<file path="src/efpc_pkg.sv">
package efpc_pkg;

  // register offsets, byte addresses on the bus
  localparam logic [7:0] OFS_CTRL = 8'h00;
  localparam logic [7:0] OFS_ADDR = 8'h04;
  localparam logic [7:0] OFS_DATA = 8'h08;
  localparam logic [7:0] OFS_CMD = 8'h0C;
  localparam logic [7:0] OFS_TRIG = 8'h10;
  localparam logic [7:0] OFS_DFBASE = 8'h14;
  localparam logic [7:0] OFS_KEY = 8'h20;
  localparam logic [7:0] OFS_CLKG = 8'h24;

  // flash map
  localparam logic [31:0] APP_BYTES = 32'h0001_0000;
  localparam logic [31:0] DF_BASE = 32'h0001_F000;
  localparam logic [31:0] LDR_BASE = 32'h0010_0000;
  localparam logic [31:0] CFG_ADDR = 32'h0030_0000;
  localparam int unsigned REGION_BITS = 12;
  localparam int unsigned PAGE_BITS = 9;

  // unlock sequence
  localparam logic [7:0] KEY0 = 8'h59;
  localparam logic [7:0] KEY1 = 8'h16;
  localparam logic [7:0] KEY2 = 8'h88;

  // operation codes
  localparam logic [3:0] OP_READ = 4'h0;
  localparam logic [3:0] OP_PROG = 4'h1;
  localparam logic [3:0] OP_ERASE = 4'h2;
  localparam logic [3:0] OP_ID = 4'hB;

  // field positions
  localparam int unsigned CTRL_EN_BIT = 0;
  localparam int unsigned CTRL_BS_BIT = 1;
  localparam int unsigned CTRL_FF_BIT = 6;
  localparam int unsigned CTRL_SWRST_BIT = 7;
  localparam int unsigned CMD_CEN_BIT = 4;
  localparam int unsigned CMD_OEN_BIT = 5;
  localparam int unsigned CLKG_BIT = 2;
  localparam int unsigned CFG_LOCK_BIT = 1;
  localparam int unsigned CFG_BOOT_BIT = 7;

  // reset values
  localparam logic [31:0] REG_RST = 32'h0000_0000;
  localparam logic [5:0] CMD_RST = 6'h00;

  // timing
  localparam int unsigned CLK_MHZ = 125;
  localparam int unsigned PROG_TIME_NS = 40000;
  localparam int unsigned ERASE_TIME_US = 20000;
  localparam int unsigned PROG_CYC = (PROG_TIME_NS * CLK_MHZ + 999) / 1000;
  localparam int unsigned ERASE_CYC = ERASE_TIME_US * CLK_MHZ;

  typedef struct packed {
    logic ce_n;
    logic oe_n;
    logic [3:0] op;
    logic [21:0] addr;
    logic [31:0] wdata;
  } efpc_flash_t;

  typedef enum logic [1:0] {SRC_CPU, SRC_CFG, SRC_ISP} efpc_src_t;

  typedef struct packed {
    logic vld;
    logic err;
    efpc_src_t src;
  } efpc_tag_t;

endpackage

</file>
<file path="src/efpc_op_timer.sv">
`timescale 1ns/10ps
module efpc_op_timer (
  input wire logic clk_i,
  input wire logic rst_i,
  input wire logic start_i,
  input wire logic [23:0] load_i,
  output logic done_o
);
  logic [23:0] cnt_r;
  logic run_r;
  logic done_r;

  // counts load_i cycles, then one done pulse
  always_ff @(posedge clk_i) begin
    if (rst_i) begin
      cnt_r <= 24'h00_0000;
      run_r <= 1'h0;
      done_r <= 1'h0;
    end else begin
      done_r <= 1'h0;
      if (start_i) begin
        cnt_r <= load_i;
        run_r <= 1'h1;
      end else if (run_r) begin
        if (cnt_r <= 24'h00_0001) begin
          run_r <= 1'h0;
          done_r <= 1'h1;
        end else begin
          cnt_r <= cnt_r - 24'h00_0001;
        end
      end
    end
  end

  assign done_o = done_r;
endmodule

</file>
<file path="src/efpc_flash_ctrl.sv">
// Notes on behaviour
// - 4KB data region sits at 0x0001_F000 after the application region.
// - 4KB loader region spans 0x0010_0000 to 0x0010_0FFF.
// - one config word at 0x0030_0000 acts as fuses.
// - config word is read from flash into control state at power-on.
// - page erase works on 512-byte aligned pages.
// - boot source follows the config boot bit after power-on.
// - software sets boot-from-loader and resets to boot the loader.
// - control writes take effect only after keys 59,16,88 in order.
// - trigger checks errors; on error no start, fail flag set.
// - fail flag sticks until cleared; new operations still run.
// - CPU is stalled while an operation runs.
// - interrupts are held off until the operation ends.
// - config erase refused unless application page erased before.
// - op decoded from two low enables plus a 4-bit code.
// - A20 picks loader; A21 and A20 high pick config.
// - sequential reads pipelined, one per cycle, no wait states.
// - program takes data register; read and id return into it.
// - trigger reads 1 while busy, clears itself on completion.
// - programming addresses must keep bits 1:0 at zero.
`timescale 1ns/10ps
module efpc_flash_ctrl import efpc_pkg::*; #(
  parameter int unsigned PROG_CYCLES = PROG_CYC,
  parameter int unsigned ERASE_CYCLES = ERASE_CYC,
  // arbitrary maker code
  parameter logic [31:0] MAKER_ID = 32'h0000_005C
) (
  input wire logic clk_i,
  input wire logic rst_i,
  input wire logic wb_cyc_i,
  input wire logic wb_stb_i,
  input wire logic wb_we_i,
  input wire logic [7:0] wb_adr_i,
  input wire logic [3:0] wb_sel_i,
  input wire logic [31:0] wb_dat_i,
  output logic [31:0] wb_dat_o,
  output logic wb_ack_o,
  input wire logic cpu_req_i,
  input wire logic [21:0] cpu_addr_i,
  output logic [31:0] cpu_rdata_o,
  output logic cpu_rvalid_o,
  output logic cpu_err_o,
  output logic cpu_stall_o,
  output logic irq_hold_o,
  output logic boot_from_loader_o,
  output logic [31:0] cfg_word_o,
  output logic sec_lock_o,
  output logic sw_reset_o,
  output efpc_flash_t flash_o,
  input wire logic [31:0] flash_rdata_i
);
  typedef enum logic [2:0] {
    ST_CFG, ST_WAIT, ST_IDLE, ST_CHECK, ST_RD, ST_OP, ST_DONE
  } efpc_state_t;

  efpc_state_t state_r, st_nxt;
  efpc_flash_t flash_r, flash_nxt;
  efpc_tag_t tag1_r, tag2_r, tag1_nxt;
  logic ack_r, en_r, bs_r, fail_r, swrst_r, trig_r, clkg_r;
  logic app_erased_r, stall_r, rvalid_r, rerr_r, lock_r;
  logic [31:0] dat_r, addr_r, data_r, cfg_r, rdata_r, rd_mux;
  logic [5:0] cmd_r;
  logic [1:0] key_r;

  function automatic logic [31:0] bmerge(input logic [31:0] o,
      input logic [31:0] n, input logic [3:0] s);
    for (int i = 0; i < 4; i++) begin
      bmerge[8*i +: 8] = s[i] ? n[8*i +: 8] : o[8*i +: 8];
    end
  endfunction

  function automatic logic region_ok(input logic [31:0] a);
    logic app, dfl, ldr, cfg;
    app = a < APP_BYTES;
    dfl = a[31:REGION_BITS] == DF_BASE[31:REGION_BITS];
    ldr = a[31:REGION_BITS] == LDR_BASE[31:REGION_BITS];
    cfg = a[31:2] == CFG_ADDR[31:2];
    region_ok = app | dfl | ldr | cfg;
  endfunction

  // bus decode
  wire wb_req = wb_cyc_i & wb_stb_i & ~ack_r;
  wire wr = wb_req & wb_we_i;
  wire unlocked = key_r == 2'h3;
  wire wr_ctrl = wr & (wb_adr_i == OFS_CTRL) & unlocked;
  wire wr_addr = wr & (wb_adr_i == OFS_ADDR) & ~trig_r;
  wire wr_data = wr & (wb_adr_i == OFS_DATA) & ~trig_r;
  wire wr_cmd = wr & (wb_adr_i == OFS_CMD) & ~trig_r & wb_sel_i[0];
  wire wr_key = wr & (wb_adr_i == OFS_KEY) & wb_sel_i[0];
  wire wr_clkg = wr & (wb_adr_i == OFS_CLKG) & wb_sel_i[0];
  wire start = wr & (wb_adr_i == OFS_TRIG) & wb_sel_i[0] & wb_dat_i[0]
               & (state_r == ST_IDLE);
  wire clr_fail = wr_ctrl & wb_sel_i[0] & wb_dat_i[CTRL_FF_BIT];

  // operation decode
  wire [1:0] ens_n = {cmd_r[CMD_OEN_BIT], cmd_r[CMD_CEN_BIT]};
  wire [3:0] code = cmd_r[3:0];
  wire is_stby = ens_n == 2'h3;
  wire is_id = (ens_n == 2'h0) & (code == OP_ID);
  wire is_rd = (ens_n == 2'h0) & (code == OP_READ);
  wire is_pg = (ens_n == 2'h2) & (code == OP_PROG);
  wire is_er = (ens_n == 2'h2) & (code == OP_ERASE);
  wire a_cfg = addr_r[21] & addr_r[20];
  wire app_hit = addr_r < APP_BYTES;
  wire needs_addr = is_rd | is_pg | is_er;
  wire addr_bad = (addr_r[1:0] != 2'h0) | ~region_ok(addr_r);
  wire cfg_erase_bad = is_er & a_cfg & ~app_erased_r;
  wire chk_err = ~en_r | ~clkg_r
                 | (needs_addr & addr_bad)
                 | ~(is_stby | is_id | needs_addr)
                 | cfg_erase_bad;
  wire op_go = (state_r == ST_CHECK) & ~chk_err & (is_pg | is_er);
  wire [23:0] op_len = is_er ? 24'(ERASE_CYCLES) : 24'(PROG_CYCLES);
  wire op_done;
  wire cpu_acc = cpu_req_i & ~stall_r;
  wire cpu_bad = ~region_ok({10'h000, cpu_addr_i});
  wire key_hit = wb_dat_i[7:0] == (key_r == 2'h0 ? KEY0 :
                 key_r == 2'h1 ? KEY1 : KEY2);

  efpc_op_timer u_timer (
    .clk_i(clk_i),
    .rst_i(rst_i),
    .start_i(op_go),
    .load_i(op_len),
    .done_o(op_done)
  );

  always_comb begin
    rd_mux = REG_RST;
    if (wb_adr_i == OFS_CTRL) begin
      rd_mux = {24'h00_0000, 1'h0, fail_r, 4'h0, bs_r, en_r};
    end else if (wb_adr_i == OFS_ADDR) begin
      rd_mux = addr_r;
    end else if (wb_adr_i == OFS_DATA) begin
      rd_mux = data_r;
    end else if (wb_adr_i == OFS_CMD) begin
      rd_mux = {26'h000_0000, cmd_r};
    end else if (wb_adr_i == OFS_TRIG) begin
      rd_mux = {31'h0000_0000, trig_r};
    end else if (wb_adr_i == OFS_DFBASE) begin
      rd_mux = DF_BASE;
    end else if (wb_adr_i == OFS_KEY) begin
      rd_mux = {31'h0000_0000, unlocked};
    end else if (wb_adr_i == OFS_CLKG) begin
      rd_mux = {29'h0000_0000, clkg_r, 2'h0};
    end
  end

  always_comb begin
    st_nxt = state_r;
    case (state_r)
      ST_CFG: st_nxt = ST_WAIT;
      ST_WAIT: begin
        if (tag2_r.vld && tag2_r.src == SRC_CFG) begin
          st_nxt = ST_IDLE;
        end else if (tag2_r.vld && tag2_r.src == SRC_ISP) begin
          st_nxt = ST_DONE;
        end
      end
      ST_IDLE: begin
        if (start) begin
          st_nxt = ST_CHECK;
        end
      end
      ST_CHECK: begin
        if (chk_err || is_stby || is_id) begin
          st_nxt = ST_DONE;
        end else if (is_rd) begin
          st_nxt = ST_RD;
        end else begin
          st_nxt = ST_OP;
        end
      end
      ST_RD: st_nxt = ST_WAIT;
      ST_OP: begin
        if (op_done) begin
          st_nxt = ST_DONE;
        end
      end
      default: st_nxt = ST_IDLE;
    endcase
  end

  // flash port: one driver, ISP work wins over CPU fetch
  always_comb begin
    flash_nxt = '{ce_n: 1'h1, oe_n: 1'h1, op: OP_READ,
                  addr: 22'h00_0000, wdata: REG_RST};
    tag1_nxt = '{vld: 1'h0, err: 1'h0, src: SRC_CPU};
    if (state_r == ST_CFG) begin
      flash_nxt.ce_n = 1'h0;
      flash_nxt.oe_n = 1'h0;
      flash_nxt.addr = CFG_ADDR[21:0];
      tag1_nxt = '{vld: 1'h1, err: 1'h0, src: SRC_CFG};
    end else if (state_r == ST_RD) begin
      flash_nxt.ce_n = 1'h0;
      flash_nxt.oe_n = 1'h0;
      flash_nxt.addr = addr_r[21:0];
      tag1_nxt = '{vld: 1'h1, err: 1'h0, src: SRC_ISP};
    end else if (state_r == ST_OP) begin
      flash_nxt.ce_n = 1'h0;
      flash_nxt.op = code;
      flash_nxt.addr = addr_r[21:0];
      if (is_er) begin
        flash_nxt.addr[PAGE_BITS-1:0] = '0;
      end
      flash_nxt.wdata = data_r;
    end else if (cpu_acc) begin
      flash_nxt.ce_n = cpu_bad;
      flash_nxt.oe_n = cpu_bad;
      flash_nxt.addr = cpu_addr_i;
      tag1_nxt = '{vld: 1'h1, err: cpu_bad, src: SRC_CPU};
    end
  end

  always_ff @(posedge clk_i) begin
    if (rst_i) begin
      state_r <= ST_CFG;
      flash_r <= '{ce_n: 1'h1, oe_n: 1'h1, op: OP_READ,
                   addr: 22'h00_0000, wdata: REG_RST};
      tag1_r <= '{vld: 1'h0, err: 1'h0, src: SRC_CPU};
      tag2_r <= '{vld: 1'h0, err: 1'h0, src: SRC_CPU};
      stall_r <= 1'h1;
    end else begin
      state_r <= st_nxt;
      flash_r <= flash_nxt;
      tag1_r <= tag1_nxt;
      tag2_r <= tag1_r;
      stall_r <= st_nxt != ST_IDLE;
    end
  end

  // read return, captured two cycles after issue
  always_ff @(posedge clk_i) begin
    if (rst_i) begin
      rvalid_r <= 1'h0;
      rerr_r <= 1'h0;
      rdata_r <= REG_RST;
      cfg_r <= REG_RST;
      lock_r <= 1'h0;
    end else begin
      rvalid_r <= tag2_r.vld & (tag2_r.src == SRC_CPU);
      rerr_r <= tag2_r.vld & (tag2_r.src == SRC_CPU) & tag2_r.err;
      if (tag2_r.vld && tag2_r.src == SRC_CPU) begin
        rdata_r <= tag2_r.err ? REG_RST : flash_rdata_i;
      end
      if (tag2_r.vld && tag2_r.src == SRC_CFG) begin
        cfg_r <= flash_rdata_i;
        lock_r <= ~flash_rdata_i[CFG_LOCK_BIT];
      end
    end
  end

  always_ff @(posedge clk_i) begin
    if (rst_i) begin
      ack_r <= 1'h0;
      dat_r <= REG_RST;
    end else begin
      ack_r <= wb_req;
      dat_r <= rd_mux;
    end
  end

  // control register and unlock sequence
  always_ff @(posedge clk_i) begin
    if (rst_i) begin
      key_r <= 2'h0;
      en_r <= 1'h0;
      bs_r <= 1'h0;
      swrst_r <= 1'h0;
      clkg_r <= 1'h0;
    end else begin
      swrst_r <= 1'h0;
      if (wr_key) begin
        if (key_r != 2'h3 && key_hit) begin
          key_r <= key_r + 2'h1;
        end else begin
          key_r <= (wb_dat_i[7:0] == KEY0) ? 2'h1 : 2'h0;
        end
      end
      if (tag2_r.vld && tag2_r.src == SRC_CFG) begin
        bs_r <= ~flash_rdata_i[CFG_BOOT_BIT];
      end else if (wr_ctrl && wb_sel_i[0]) begin
        en_r <= wb_dat_i[CTRL_EN_BIT];
        bs_r <= wb_dat_i[CTRL_BS_BIT];
        swrst_r <= wb_dat_i[CTRL_SWRST_BIT];
      end
      if (wr_clkg) begin
        clkg_r <= wb_dat_i[CLKG_BIT];
      end
    end
  end

  // operation registers, trigger and fail flag
  always_ff @(posedge clk_i) begin
    if (rst_i) begin
      addr_r <= REG_RST;
      data_r <= REG_RST;
      cmd_r <= CMD_RST;
      trig_r <= 1'h0;
      fail_r <= 1'h0;
      app_erased_r <= 1'h0;
    end else begin
      if (wr_addr) begin
        addr_r <= bmerge(addr_r, wb_dat_i, wb_sel_i);
      end
      if (wr_cmd) begin
        cmd_r <= wb_dat_i[5:0];
      end
      if (wr_data) begin
        data_r <= bmerge(data_r, wb_dat_i, wb_sel_i);
      end else if (state_r == ST_CHECK && !chk_err && is_id) begin
        data_r <= MAKER_ID;
      end else if (tag2_r.vld && tag2_r.src == SRC_ISP) begin
        data_r <= flash_rdata_i;
      end
      if (start) begin
        trig_r <= 1'h1;
      end else if (state_r == ST_DONE) begin
        trig_r <= 1'h0;
      end
      if (state_r == ST_CHECK && chk_err) begin
        fail_r <= 1'h1;
      end else if (clr_fail) begin
        fail_r <= 1'h0;
      end
      if (op_go && is_er && app_hit) begin
        app_erased_r <= 1'h1;
      end
    end
  end

  assign wb_ack_o = ack_r;
  assign wb_dat_o = dat_r;
  assign cpu_rdata_o = rdata_r;
  assign cpu_rvalid_o = rvalid_r;
  assign cpu_err_o = rerr_r;
  assign cpu_stall_o = stall_r;
  assign irq_hold_o = stall_r;
  assign boot_from_loader_o = bs_r;
  assign cfg_word_o = cfg_r;
  assign sec_lock_o = lock_r;
  assign sw_reset_o = swrst_r;
  assign flash_o = flash_r;
endmodule

</file>
<file path="config.mk">
export PLATFORM = sky130hd
export DESIGN_NAME = efpc_flash_ctrl
export DESIGN_NICKNAME = d
export VERILOG_FILES = /design/src/efpc_pkg.sv /design/src/efpc_op_timer.sv /design/src/efpc_flash_ctrl.sv
export SDC_FILE = /design/constraint.sdc
export NUM_CORES = 1
export LEC_CHECK = 0
export BUFFER_PORTS_ARGS = -buffer_cell sky130_fd_sc_hd__buf_2
export CAP_MARGIN = 5
export CORE_MARGIN = 10
export CORE_UTILIZATION = 55
export CTS_BUF_LIST = sky130_fd_sc_hd__clkbuf_4 sky130_fd_sc_hd__clkbuf_8
export CTS_CLUSTER_DIAMETER = 150
export DETAILED_ROUTE_END_ITERATION = 8
export PLACE_DENSITY = 0.84
export SLEW_MARGIN = 20
export SYNTH_ARGS = -nofsm -noshare
export SYNTH_HDL_FRONTEND = slang
export SYNTH_SLANG_ARGS = --single-unit
</file>
<file path="constraint.sdc">
create_clock -name clk_i -period 3.7 [get_ports clk_i]
set_clock_uncertainty 0.1 [all_clocks]
set_input_delay 0.555 -clock clk_i [delete_from_list [all_inputs] [get_ports clk_i]]
set_output_delay 0.555 -clock clk_i [all_outputs]
set_load 0.02 [all_outputs]
</file>
==> flow_summary.yaml, run 1 <==
clock_tree:
  h-tree-depth: 2
  tritoncts: "done"
  clk_pin_slew_worst_paths_ps: 70
  numClockSinks: 277
  clkLatencyLatePin_ps: 570
  cts_buffers: 44
  post-cts-setup-buffers: 0
  cts_resized: 0
  clk_path_buf_depth: 3
  clock_tree.root_cell: "sky130_fd_sc_hd__clkbuf_8"
  cts-hold-fix-buffers: 0
sta:
  hold-worst-slack_ps: 124
  slew-limit-headroom: 0.340
  max_freq_mhz: 336
  total_count_of_hold_check_failures_in_the_final_report: 0
  report.final.slew_viol_count: 0
  fin_crit_sh: 0.805
  worst_slew_pin_slew_ps: 987
  post-route-min-period_ps: 2980
  setup_viol: 0
  timing.setup.tns_ps: 0
  rsz_0062_raised_after_global_routing: "false"
pwr:
  intPower_mw: 4.78
  clkPwrFrac: 0.466
  p_comb_frac: 0.045
  cellPowerDensity_mw_per_mm2: 466
  p_switching_mw: 1.40
  power_frac_seq: 0.489
  power.ir.vdd_worst_v: 0.000310
  static-leakage-power_nw: 5.91
  switching_share: 0.226
floorplanning:
  start_util: 0.556
  top_level_i_o_count: 268
  die_area_mm2: 0.0256
  vertical_extent_of_the_die_um: 160
  die_width_um: 160
  core_region_area_mm2: 0.0194
  placementRows: 51
global_routing:
  global_route.usage.met3: 0.0725
  met1_usage: 0.315
  globalRouteOverflowTotal: 0
  grt_start_max_net_pins: 67
  antenna_found_initial: 6
  grt_busiest_layer: "met2"
  groute.usage.overall: 0.264
  met2_usage: 0.433
  grt_pass1_vias: 9903
  grt_pass1_wl_um: 55300
min_path:
  worst_hold_path_type: "in -> reg"
  worst_hold_path.num_cells: 2
route:
  antenna_violating_nets_post_route: 0
  drt-wirelength-per-cell_um: 20.6
  route.detailed.vias_per_inst: 5.80
  drc_viols: 0
  routed_wl_um: 35800
  dr_total_vias: 10100
  detailedRoute.firstPassIterationCount: 6
  count_of_routing_violations_after_the_opening_detailed_route_iteration: 987
finish:
  layout.filler_cells: 1559
  multi_input_area_mm2: 0.00487
  area_growth_syn_to_layout_pct: 22.9
  register_area_mm2: 0.00555
  layout.nets: 1543
  post_route_cells_drive_above_1_share: 0.266
  final_cells: 1737
yosys:
  number_of_enable_type_register_cells_in_the_synthesized_netlist: 0
  synth_cell_type_count: 65
  area_of_the_mapped_netlist_mm2: 0.0108
  avgSynthCellArea_um2: 9.13
  synth_top_flop_cell: "sky130_fd_sc_hd__dfxtp_1"
  postSynthRegisterBits: 277
  synthCells: 1182
  synth_sequential_area_ratio: 0.514
  yosys_warnings: 0
  async_flop_share: 0
  syn_nets: 1292
worst_setup_path:
  crit_type: "reg -> reg"
  rr_worst_depth: 6
  critical_path.startpoint_type: "flop"
  worst-path-max-fanout: 15
  timing.critical_path.required_ps: 4050
  worstPathArrival_ps: 3330
  critPathCaptureType: "flop"
placed_design:
  io_buffers: 267
  final_gp_congestion: 0.908
  placed_cells_incl_taps: 1652
  detailedPlacementHpwl_um: 26000
run_status:
  outcome: "finished, final reports clean"
job:
  cap_violations: 0
[worst paths after layout]
path / from / endpoint / slack (ps)
setup reg to reg: cmd_r[5] / u_timer.done_o / 720
hold reg to reg: tag1_r[1] / tag2_r[1] / 340
hold / removal: flash_rdata_i[20] / cpu_rdata_o[20] / 120
setup / recovery: cmd_r[5] / u_timer.done_o / 720
[state kept, by name, indices dropped and copies added, names as in the netlist, 2 cells and up]
signal,count
addr_r,32
cfg_word_o,32
cmd_r,6
cpu_rdata_o,32
data_r,32
flash_o,60
key_r,2
state_r,3
tag1_r,4
tag2_r,4
u_timer.cnt_r,24
wb_dat_o,32
[layout make-up]
type / instances / area share
inverters: 16 / 0.00453
multi-input cells: 812 / 0.367
diodes: 6 / 0.00113
flip-flops and latches: 277 / 0.418
repair buffers: 282 / 0.109
well taps: 265 / 0.0250
clock buffers: 70 / 0.0646
clock inverters: 9 / 0.0100
[metal layers]
layer | up-vias | share of wire
met1 | 4745 | 0.39
met5 | - | 0.00036
met3 | 96 | 0.095
li1 | 4690 | -
met4 | 2 | 0.042
met2 | 541 | 0.47
[stage by stage]
stage          setup slack [ps]  total power, mW   util  area (um2)
3_5_place_dp                677             3.36  0.632       12300
6_report                    723             6.18  0.684       13300
4_1_cts                     876             6.20  0.683       13200
5_1_grt                     638             6.37  0.683       13300
3_3_place_gp                712             3.36  0.632       12300
2_1_floorplan              1100             3.21      -       10800
[synth_stat cells, types with 4 or more instances]
| master | count | area (um2) |
|---|---|---|
| sky130_fd_sc_hd__xnor2_1 | 13 | 114 |
| sky130_fd_sc_hd__mux2i_1 | 48 | 480 |
| sky130_fd_sc_hd__nor3_1 | 29 | 145 |
| sky130_fd_sc_hd__a222oi_1 | 5 | 50.1 |
| sky130_fd_sc_hd__a211oi_1 | 30 | 225 |
| sky130_fd_sc_hd__or2_2 | 7 | 43.8 |
| sky130_fd_sc_hd__nor2_1 | 140 | 526 |
| sky130_fd_sc_hd__a22o_1 | 33 | 289 |
| sky130_fd_sc_hd__and2_1 | 40 | 250 |
| sky130_fd_sc_hd__or4_1 | 5 | 37.5 |
| sky130_fd_sc_hd__and3_1 | 15 | 93.8 |
| sky130_fd_sc_hd__inv_1 | 16 | 60.1 |
| sky130_fd_sc_hd__ha_1 | 6 | 75.1 |
| sky130_fd_sc_hd__or3_1 | 6 | 37.5 |
| sky130_fd_sc_hd__nor3b_1 | 4 | 30.0 |
| sky130_fd_sc_hd__a21oi_1 | 92 | 460 |
| sky130_fd_sc_hd__clkbuf_1 | 67 | 251 |
| sky130_fd_sc_hd__buf_6 | 6 | 67.6 |
| sky130_fd_sc_hd__a21o_4 | 4 | 60.1 |
| sky130_fd_sc_hd__nand3_1 | 38 | 190 |
| sky130_fd_sc_hd__a22oi_1 | 40 | 300 |
| sky130_fd_sc_hd__nand4_1 | 6 | 37.5 |
| sky130_fd_sc_hd__nor4_1 | 13 | 81.3 |
| sky130_fd_sc_hd__xor2_1 | 6 | 52.6 |
| sky130_fd_sc_hd__dfxtp_1 | 277 | 5550 |
| sky130_fd_sc_hd__nand2_1 | 142 | 533 |
| sky130_fd_sc_hd__o21ai_0 | 22 | 110 |
| sky130_fd_sc_hd__nor2b_1 | 11 | 68.8 |
[power groups by stage]
stage	combinational, mW	clock (mW)	sequential (mW)
6_report	0.281	2.88	3.02
5_1_grt	0.299	3.05	3.02
2_1_floorplan	0.104	0	3.11
4_1_cts	0.277	2.90	3.02
3_5_place_dp	0.275	0	3.08
3_3_place_gp	0.271	0	3.08
[critical path, cell delays in order, from the launching register on]
cell                       delay, ps
sky130_fd_sc_hd__dfxtp_1         580
sky130_fd_sc_hd__xor2_1          110
sky130_fd_sc_hd__o21ai_0         290
sky130_fd_sc_hd__nand2_1         120
sky130_fd_sc_hd__o211ai_1        710
sky130_fd_sc_hd__nand2_1         570
sky130_fd_sc_hd__nor3_1          380
[cell usage in the layout, fill, tap and decap left out, types with 7 or more instances in the layout]
master	instances
sky130_fd_sc_hd__dfxtp_1	277
sky130_fd_sc_hd__buf_2	266
sky130_fd_sc_hd__nand2_1	142
sky130_fd_sc_hd__nor2_1	138
sky130_fd_sc_hd__a21oi_1	92
sky130_fd_sc_hd__clkbuf_8	53
sky130_fd_sc_hd__mux2i_1	48
sky130_fd_sc_hd__and2_1	40
sky130_fd_sc_hd__a22oi_1	40
sky130_fd_sc_hd__nand3_1	38
sky130_fd_sc_hd__a22o_1	33
sky130_fd_sc_hd__a211oi_1	30
sky130_fd_sc_hd__nor3_1	28
sky130_fd_sc_hd__o21ai_0	22
sky130_fd_sc_hd__clkbuf_4	17
sky130_fd_sc_hd__inv_1	16
sky130_fd_sc_hd__buf_4	16
sky130_fd_sc_hd__and3_1	15
sky130_fd_sc_hd__nor4_1	13
sky130_fd_sc_hd__xnor2_1	13
sky130_fd_sc_hd__nor2b_1	10
sky130_fd_sc_hd__or2_2	7
[cell families (layout without fill, tap and decap cells)]
family,count (synthesis),after routing,synth area share
AND/OR/NAND/NOR,476,476,0.209
multiplexers,49,49,0.0456
other,0,6,0
adder cells (fa/ha/maj),6,6,0.00696
buffers and inverters,93,377,0.0371
XOR/XNOR,19,19,0.0154
AO/OA/AOI/OAI,262,262,0.172
flip-flops,277,277,0.514
No activity file was read; power rests on OpenSTA's default activity.
==> run 2, diff against run 1 <==
Settings changed: ABC_AREA set to 1, CORE_UTILIZATION 55 to 50, PLACE_DENSITY 0.84 to 0.8.
Clock period 3.7 ns to 2.6 ns, I/O delays scaled along.
==> run 2 against run 1 <==
Global-route usage decreased by 0.91 points. Design area rose by 6.7%. Clock-buffer cell count is 1 lower. Critical path depth is 9 higher. Core utilization down 5.7 points. Routed wire length rose by 9.5%. Clock power up 38%. Hold slack lost 110 ps. Final cell count rose by 26%. Synthesized area increased by 6.0%. Sequential share of layout area down 2.6 points. Maximum frequency up 24%. Highest routed layer is now met4.
==> flow_summary.yaml, run 2 <==
floorplanning:
  start_util: 0.507
  vertical_extent_of_the_die_um: 171
  top_level_i_o_count: 268
  core_region_area_mm2: 0.0226
  die_area_mm2: 0.0293
  die_width_um: 171
  placementRows: 55
global_routing:
  groute.usage.overall: 0.255
  grt_pass1_wl_um: 59700
  grt_start_max_net_pins: 84
  grt_pass1_vias: 11200
  antenna_found_initial: 4
  globalRouteOverflowTotal: 0
yosys:
  syn_nets: 1694
  synth_area_in_adders: 0.00657
  synth.top_cells.by_area: "sky130_fd_sc_hd__dfxtp_1, sky130_fd_sc_hd__nand2_1, sky130_fd_sc_hd__nor2_1, sky130_fd_sc_hd__a21oi_1, sky130_fd_sc_hd__inv_1"
  synth-compound-area-share: 0.118
  synthCells: 1584
  avgSynthCellArea_um2: 7.22
  async_flop_share: 0
  most_repeated_cell_in_the_gate_level_netlist_after_synthesis: "sky130_fd_sc_hd__nand2_1"
  area_share_of_xor_xnor_cells_in_the_synthesized_design: 0.0107
  synth_sequential_area_ratio: 0.485
  synth_cell_type_count: 45
  number_of_enable_type_register_cells_in_the_synthesized_netlist: 0
  area_of_the_mapped_netlist_mm2: 0.0114
  synth_top_family_by_area: "simple AND/OR/NAND/NOR gates"
  yosys.area.top_type: "sky130_fd_sc_hd__dfxtp_1"
  synth_top_area_share: 0.485
  post_synth_and_or_nand_nor_area_fraction: 0.298
  synth_top_flop_cell: "sky130_fd_sc_hd__dfxtp_1"
  postSynthRegisterBits: 277
  synth.mux.area_fraction: 0
  synth.top_cells.by_count: "sky130_fd_sc_hd__nand2_1, sky130_fd_sc_hd__dfxtp_1, sky130_fd_sc_hd__nor2_1"
  yosys_warnings: 0
finish:
  final_cell_mix: "sky130_fd_sc_hd__nand2_1, sky130_fd_sc_hd__dfxtp_1, sky130_fd_sc_hd__nor2_1"
  layout.nets: 1976
  largest_register_ff_count: 60
  design_area_mm2: 0.0141
  final_core_utilization: 0.627
  area_growth_syn_to_layout_pct: 23.7
  post_route_cells_drive_above_1_share: 0.216
  most_common_cell_after_layout_fill_and_taps_aside: "sky130_fd_sc_hd__nand2_1"
clock_tree:
  h-tree-depth: 2
  tritoncts: "done"
  clock_tree.root_cell: "sky130_fd_sc_hd__clkbuf_8"
  clk_path_buf_depth: 3
  numClockSinks: 277
  cts_buffers: 45
  clkLatencyLatePin_ps: 570
  clk_pin_slew_worst_paths_ps: 60
route:
  antenna_violating_nets_post_route: 0
  route.detailed.vias_per_inst: 5.41
  drc_viols: 0
  dr_total_vias: 11800
  count_of_routing_violations_after_the_opening_detailed_route_iteration: 1330
  routed_wl_um: 39200
  drt-wirelength-per-cell_um: 17.9
  detailedRoute.firstPassIterationCount: 8
job:
  cap_violations: 0
placed_design:
  dp_worst_setup_slack_ps: 209
  final_gp_congestion: 0.998
  detailedPlacementHpwl_um: 29000
  placedInstanceArea_mm2: 0.0131
  io_buffers: 267
worst_setup_path:
  worst-path-max-fanout: 11
  most_repeated_library_cell_on_the_critical_path: "sky130_fd_sc_hd__nand2_1"
  cp_slowest_cell: "sky130_fd_sc_hd__dfxtp_1"
  worstPathArrival_ps: 2760
  crit_type: "reg -> reg"
  critical_path.startpoint_type: "flop"
  crit_path_cell_trace: "nor2_1, nand2_1, nor2_1, nand2_1, nand2_1, nand2_1, nand2_1, nand2_1, nand2_1, nand4_4, nand2_4, nand2_1, nand2_1, nand2_1, nor2_1"
  critical_path.max_stage_delay_ps: 330
  critPathCaptureType: "flop"
  timing.critical_path.required_ps: 2970
sta:
  hold-worst-slack_ps: 9.61
  final_critical_path_setup_slack_ps: 206
  max_freq_mhz: 418
  fin_crit_sh: 0.921
  report.final.slew_viol_count: 0
  timing.setup.tns_ps: 0
  total_count_of_hold_check_failures_in_the_final_report: 0
  post-route-min-period_ps: 2390
  slew-limit-headroom: 0.383
  worst_slew_pin_slew_ps: 926
  rsz_0062_raised_after_global_routing: "false"
  setup_viol: 0
run_status:
  outcome: "finished, final reports clean"
pwr:
  cellPowerDensity_mw_per_mm2: 626
  power.ir.vdd_worst_v: 0.000457
  static-leakage-power_nw: 6.69
min_path:
  worst_hold_path_type: "in -> reg"
[run 2: cell types whose count changed in the layout (fill, tap and decap cells not counted), moves of 35 or more]
| cell | delta |
|---|---|
| sky130_fd_sc_hd__o21ai_0 | +54 |
| sky130_fd_sc_hd__nor2_1 | +135 |
| sky130_fd_sc_hd__nand2_1 | +207 |
| sky130_fd_sc_hd__mux2i_1 | -48 |
| sky130_fd_sc_hd__nand3_1 | +68 |
| sky130_fd_sc_hd__a21oi_1 | +35 |
| sky130_fd_sc_hd__inv_1 | +134 |
| sky130_fd_sc_hd__a22oi_1 | -40 |
| sky130_fd_sc_hd__and2_1 | -40 |
[run 2: final timing paths]
| check | start | endpoint | slack [ps] | cells past startpoint |
|---|---|---|---|---|
| worst max-delay path | addr_r[22] | data_r[0] | 210 | 15 |
| worst min-delay path | cpu_addr_i[9] | flash_o[41] | 10 | 3 |
| worst max register to register | addr_r[22] | data_r[0] | 210 | 15 |
| worst min register to register | tag1_r[3] | tag2_r[3] | 300 | 2 |
[run 2: metal layers]
metal	GRT usage	routed length, um
met5	0	0
met4	0.107	1370
met1	0.328	16100
met3	0.0738	4540
met2	0.394	17200
[run 2: area by class of cell]
class	count	area (um2)
flip-flops and latches	277	5550
diodes	4	10.0
clock buffers	69	868
multi-input cells	1074	4980
clock inverters	10	90.1
repair buffers	309	1700
fillers	1994	8430
inverters	159	601
well taps	285	357
[run 2: logic make-up after synthesis]
| kind of cell | count (synthesis) |
|---|---|
| simple gates | 808 |
| compound gates | 246 |
| xor+xnor | 14 |
| fa+ha+maj | 6 |
| buf+inv | 233 |
| flops | 277 |
[run 2: report_power, final]
part / switching (mW) / internal [mW]
clock network: 1.73 / 2.24
logic: 0.380 / 0.175
registers: 0.0255 / 4.30
total: 2.14 / 6.71
[run 2: metrics by stage]
step | power [mW] | std cells
2_1_floorplan | 4.68 | 1584
3_3_place_gp | 4.94 | 2093
3_5_place_dp | 4.95 | 2093
4_1_cts | 8.87 | 2180
5_1_grt | 9.14 | 2187
6_report | 8.85 | 2187
[run 2: worst max-delay path: cells and delay by family (launching register included)]
kind	cells	cell delay [ps]
flops	1	330
simple gates	15	1860
[run 2: timing repair]
action / in CTS / in global routing
setup buffers: 0 / 3
gates resized for setup: 0 / 2
setup endpoints to repair: 0 / 4
hold buffers: 8 / 0
endpoints found under the hold margin: 8 / 0
==> run 3, diff against run 2 <==
Settings changed: CORE_UTILIZATION 50 to 55, PLACE_DENSITY 0.8 to 0.83.
Clock period 2.6 ns to 3 ns, I/O delays scaled along.
==> run 3 against run 2 <==
Sequential cell count stayed put. Final cell count shrank 1.8%. Maximum frequency up 1.9%. Total power is 13% lower. Worst setup slack improved by 450 ps. First-iteration DRC count fell by 3.2%. Register-to-register slack gained 450 ps. Hold slack improved by 18 ps. Combinational power decreased by 16%.
==> flow_summary.yaml, run 3 (synthesized netlist as in run 2, its figures left out) <==
run_status:
  outcome: "finished, final reports clean"
min_path:
  worst_hold_path_type: "in -> reg"
sta:
  post-route-min-period_ps: 2350
  fin_crit_sh: 0.783
  rsz_0062_raised_after_global_routing: "false"
  timing.setup.tns_ps: 0
  total_count_of_hold_check_failures_in_the_final_report: 0
  report.final.slew_viol_count: 0
  slew-limit-headroom: 0.269
  max_freq_mhz: 426
  worst_slew_pin_slew_ps: 1100
  final_critical_path_setup_slack_ps: 652
  setup_viol: 0
  hold-worst-slack_ps: 27.5
floorplanning:
  start_util: 0.561
  top_level_i_o_count: 268
  placementRows: 52
  die_area_mm2: 0.0270
  die_width_um: 164
  vertical_extent_of_the_die_um: 164
  core_region_area_mm2: 0.0204
finish:
  final_cell_mix: "sky130_fd_sc_hd__nand2_1, sky130_fd_sc_hd__dfxtp_1, sky130_fd_sc_hd__nor2_1"
  post_route_cells_drive_above_1_share: 0.211
  most_common_cell_after_layout_fill_and_taps_aside: "sky130_fd_sc_hd__nand2_1"
  area_growth_syn_to_layout_pct: 21.9
  layout.nets: 1954
  final_core_utilization: 0.684
  largest_register_ff_count: 60
  layout.filler_cells: 1725
worst_setup_path:
  critical_path.startpoint_type: "flop"
  worst-path-max-fanout: 16
  crit_family: "simple AND/OR/NAND/NOR gates"
  cp_slowest_cell: "sky130_fd_sc_hd__dfxtp_1"
  critical_path.max_stage_delay_ps: 320
  timing.critical_path.required_ps: 3340
  critPathCaptureType: "flop"
  most_repeated_library_cell_on_the_critical_path: "sky130_fd_sc_hd__nor2_1"
  critical_path_buf_inv_count: 2
  crit_type: "reg -> reg"
  worstPathArrival_ps: 2680
  crit_path_cell_trace: "inv_1, ha_1, nor2_1, nor4_1, nand3_1, nand2_2, inv_1, nand2_1, nor2_1, xor2_1, nor2_1"
global_routing:
  grt_pass1_wl_um: 59100
  antenna_found_initial: 3
  grt_start_max_net_pins: 69
  groute.usage.overall: 0.272
  globalRouteOverflowTotal: 0
  grt_pass1_vias: 11200
clock_tree:
  h-tree-depth: 2
  clkLatencyLatePin_ps: 570
  cts_buffers: 44
  post-cts-setup-buffers: 0
  cts_resized: 0
  clk_pin_slew_worst_paths_ps: 60
  numClockSinks: 277
  clk_path_buf_depth: 3
  tritoncts: "done"
  cts-hold-fix-buffers: 0
  clock_tree.root_cell: "sky130_fd_sc_hd__clkbuf_8"
pwr:
  power.ir.vdd_worst_v: 0.000403
  finalPower_mw: 7.68
  cellPowerDensity_mw_per_mm2: 551
  static-leakage-power_nw: 6.58
route:
  route.detailed.vias_per_inst: 5.46
  count_of_routing_violations_after_the_opening_detailed_route_iteration: 1288
  detailedRoute.firstPassIterationCount: 8
  drc_viols: 0
  antenna_violating_nets_post_route: 0
  dr_total_vias: 11700
  drt-wirelength-per-cell_um: 17.8
  routed_wl_um: 38300
job:
  cap_violations: 0
placed_design:
  io_buffers: 267
  final_gp_congestion: 0.985
  detailedPlacementHpwl_um: 28500
  dp_worst_setup_slack_ps: 387
-- run 3: cell types whose count changed in the layout (fill, tap and decap cells not counted), sizes merged --
cell	before	now
clkbuf	69	72
diode	4	2
clkinvlp	1	2
buf	301	288
clkinv	12	7
dlygate4sd3	8	0
-- run 3: area by class of cell --
type | count | area (um2) | share of cell area
inverter | 159 | 597 | 0.0428
clock buffer | 72 | 910 | 0.0653
antenna | 2 | 5.00 | 0.000359
timing repair buffer | 288 | 1510 | 0.108
clock inverter | 6 | 60.1 | 0.00431
tap | 270 | 338 | 0.0242
multi-input combinational | 1074 | 4970 | 0.357
sequential | 277 | 5550 | 0.398
-- run 3: stage by stage --
step                      instances  area [um2]
final                          2148       13900
after global routing           2148       13900
after CTS                      2146       13900
after detailed placement       2068       13000
after global placement         2068       13000
after floorplan                1584       11400
-- run 3: where the power goes --
| group | switching [mW] | internal, mW | total (mW) |
|---|---|---|---|
| combinational | 0.324 | 0.141 | 0.465 |
| clock | 1.47 | 2.00 | 3.46 |
| sequential | 0.0222 | 3.73 | 3.75 |
-- run 3: worst paths after layout --
check                                       from           endpoint  slack (ps)  cells after the start
worst max-delay path            u_timer.cnt_r[0]  u_timer.cnt_r[11]         650                     11
worst min-delay path                    wb_cyc_i           wb_ack_o          30                      3
worst max register to register  u_timer.cnt_r[0]  u_timer.cnt_r[11]         650                     11
worst min register to register         tag1_r[0]          tag2_r[0]         310                      2
-- run 3: metal layers --
| metal | global-route usage | part of all wire |
|---|---|---|
| met5 | 0 | 0.00029 |
| met4 | 0.102 | 0.034 |
| met3 | 0.0793 | 0.12 |
| met2 | 0.427 | 0.45 |
| met1 | 0.346 | 0.40 |
-- run 3: worst register-to-register path: cells and delay by family (launching register included) --
kind                       cells  cell delay [ps]
buffers and inverters          2              370
and+or+nand+nor                7             1030
xor gates and xnor gates       1              160
DFF                            1              320
adders and majority gates      1              270
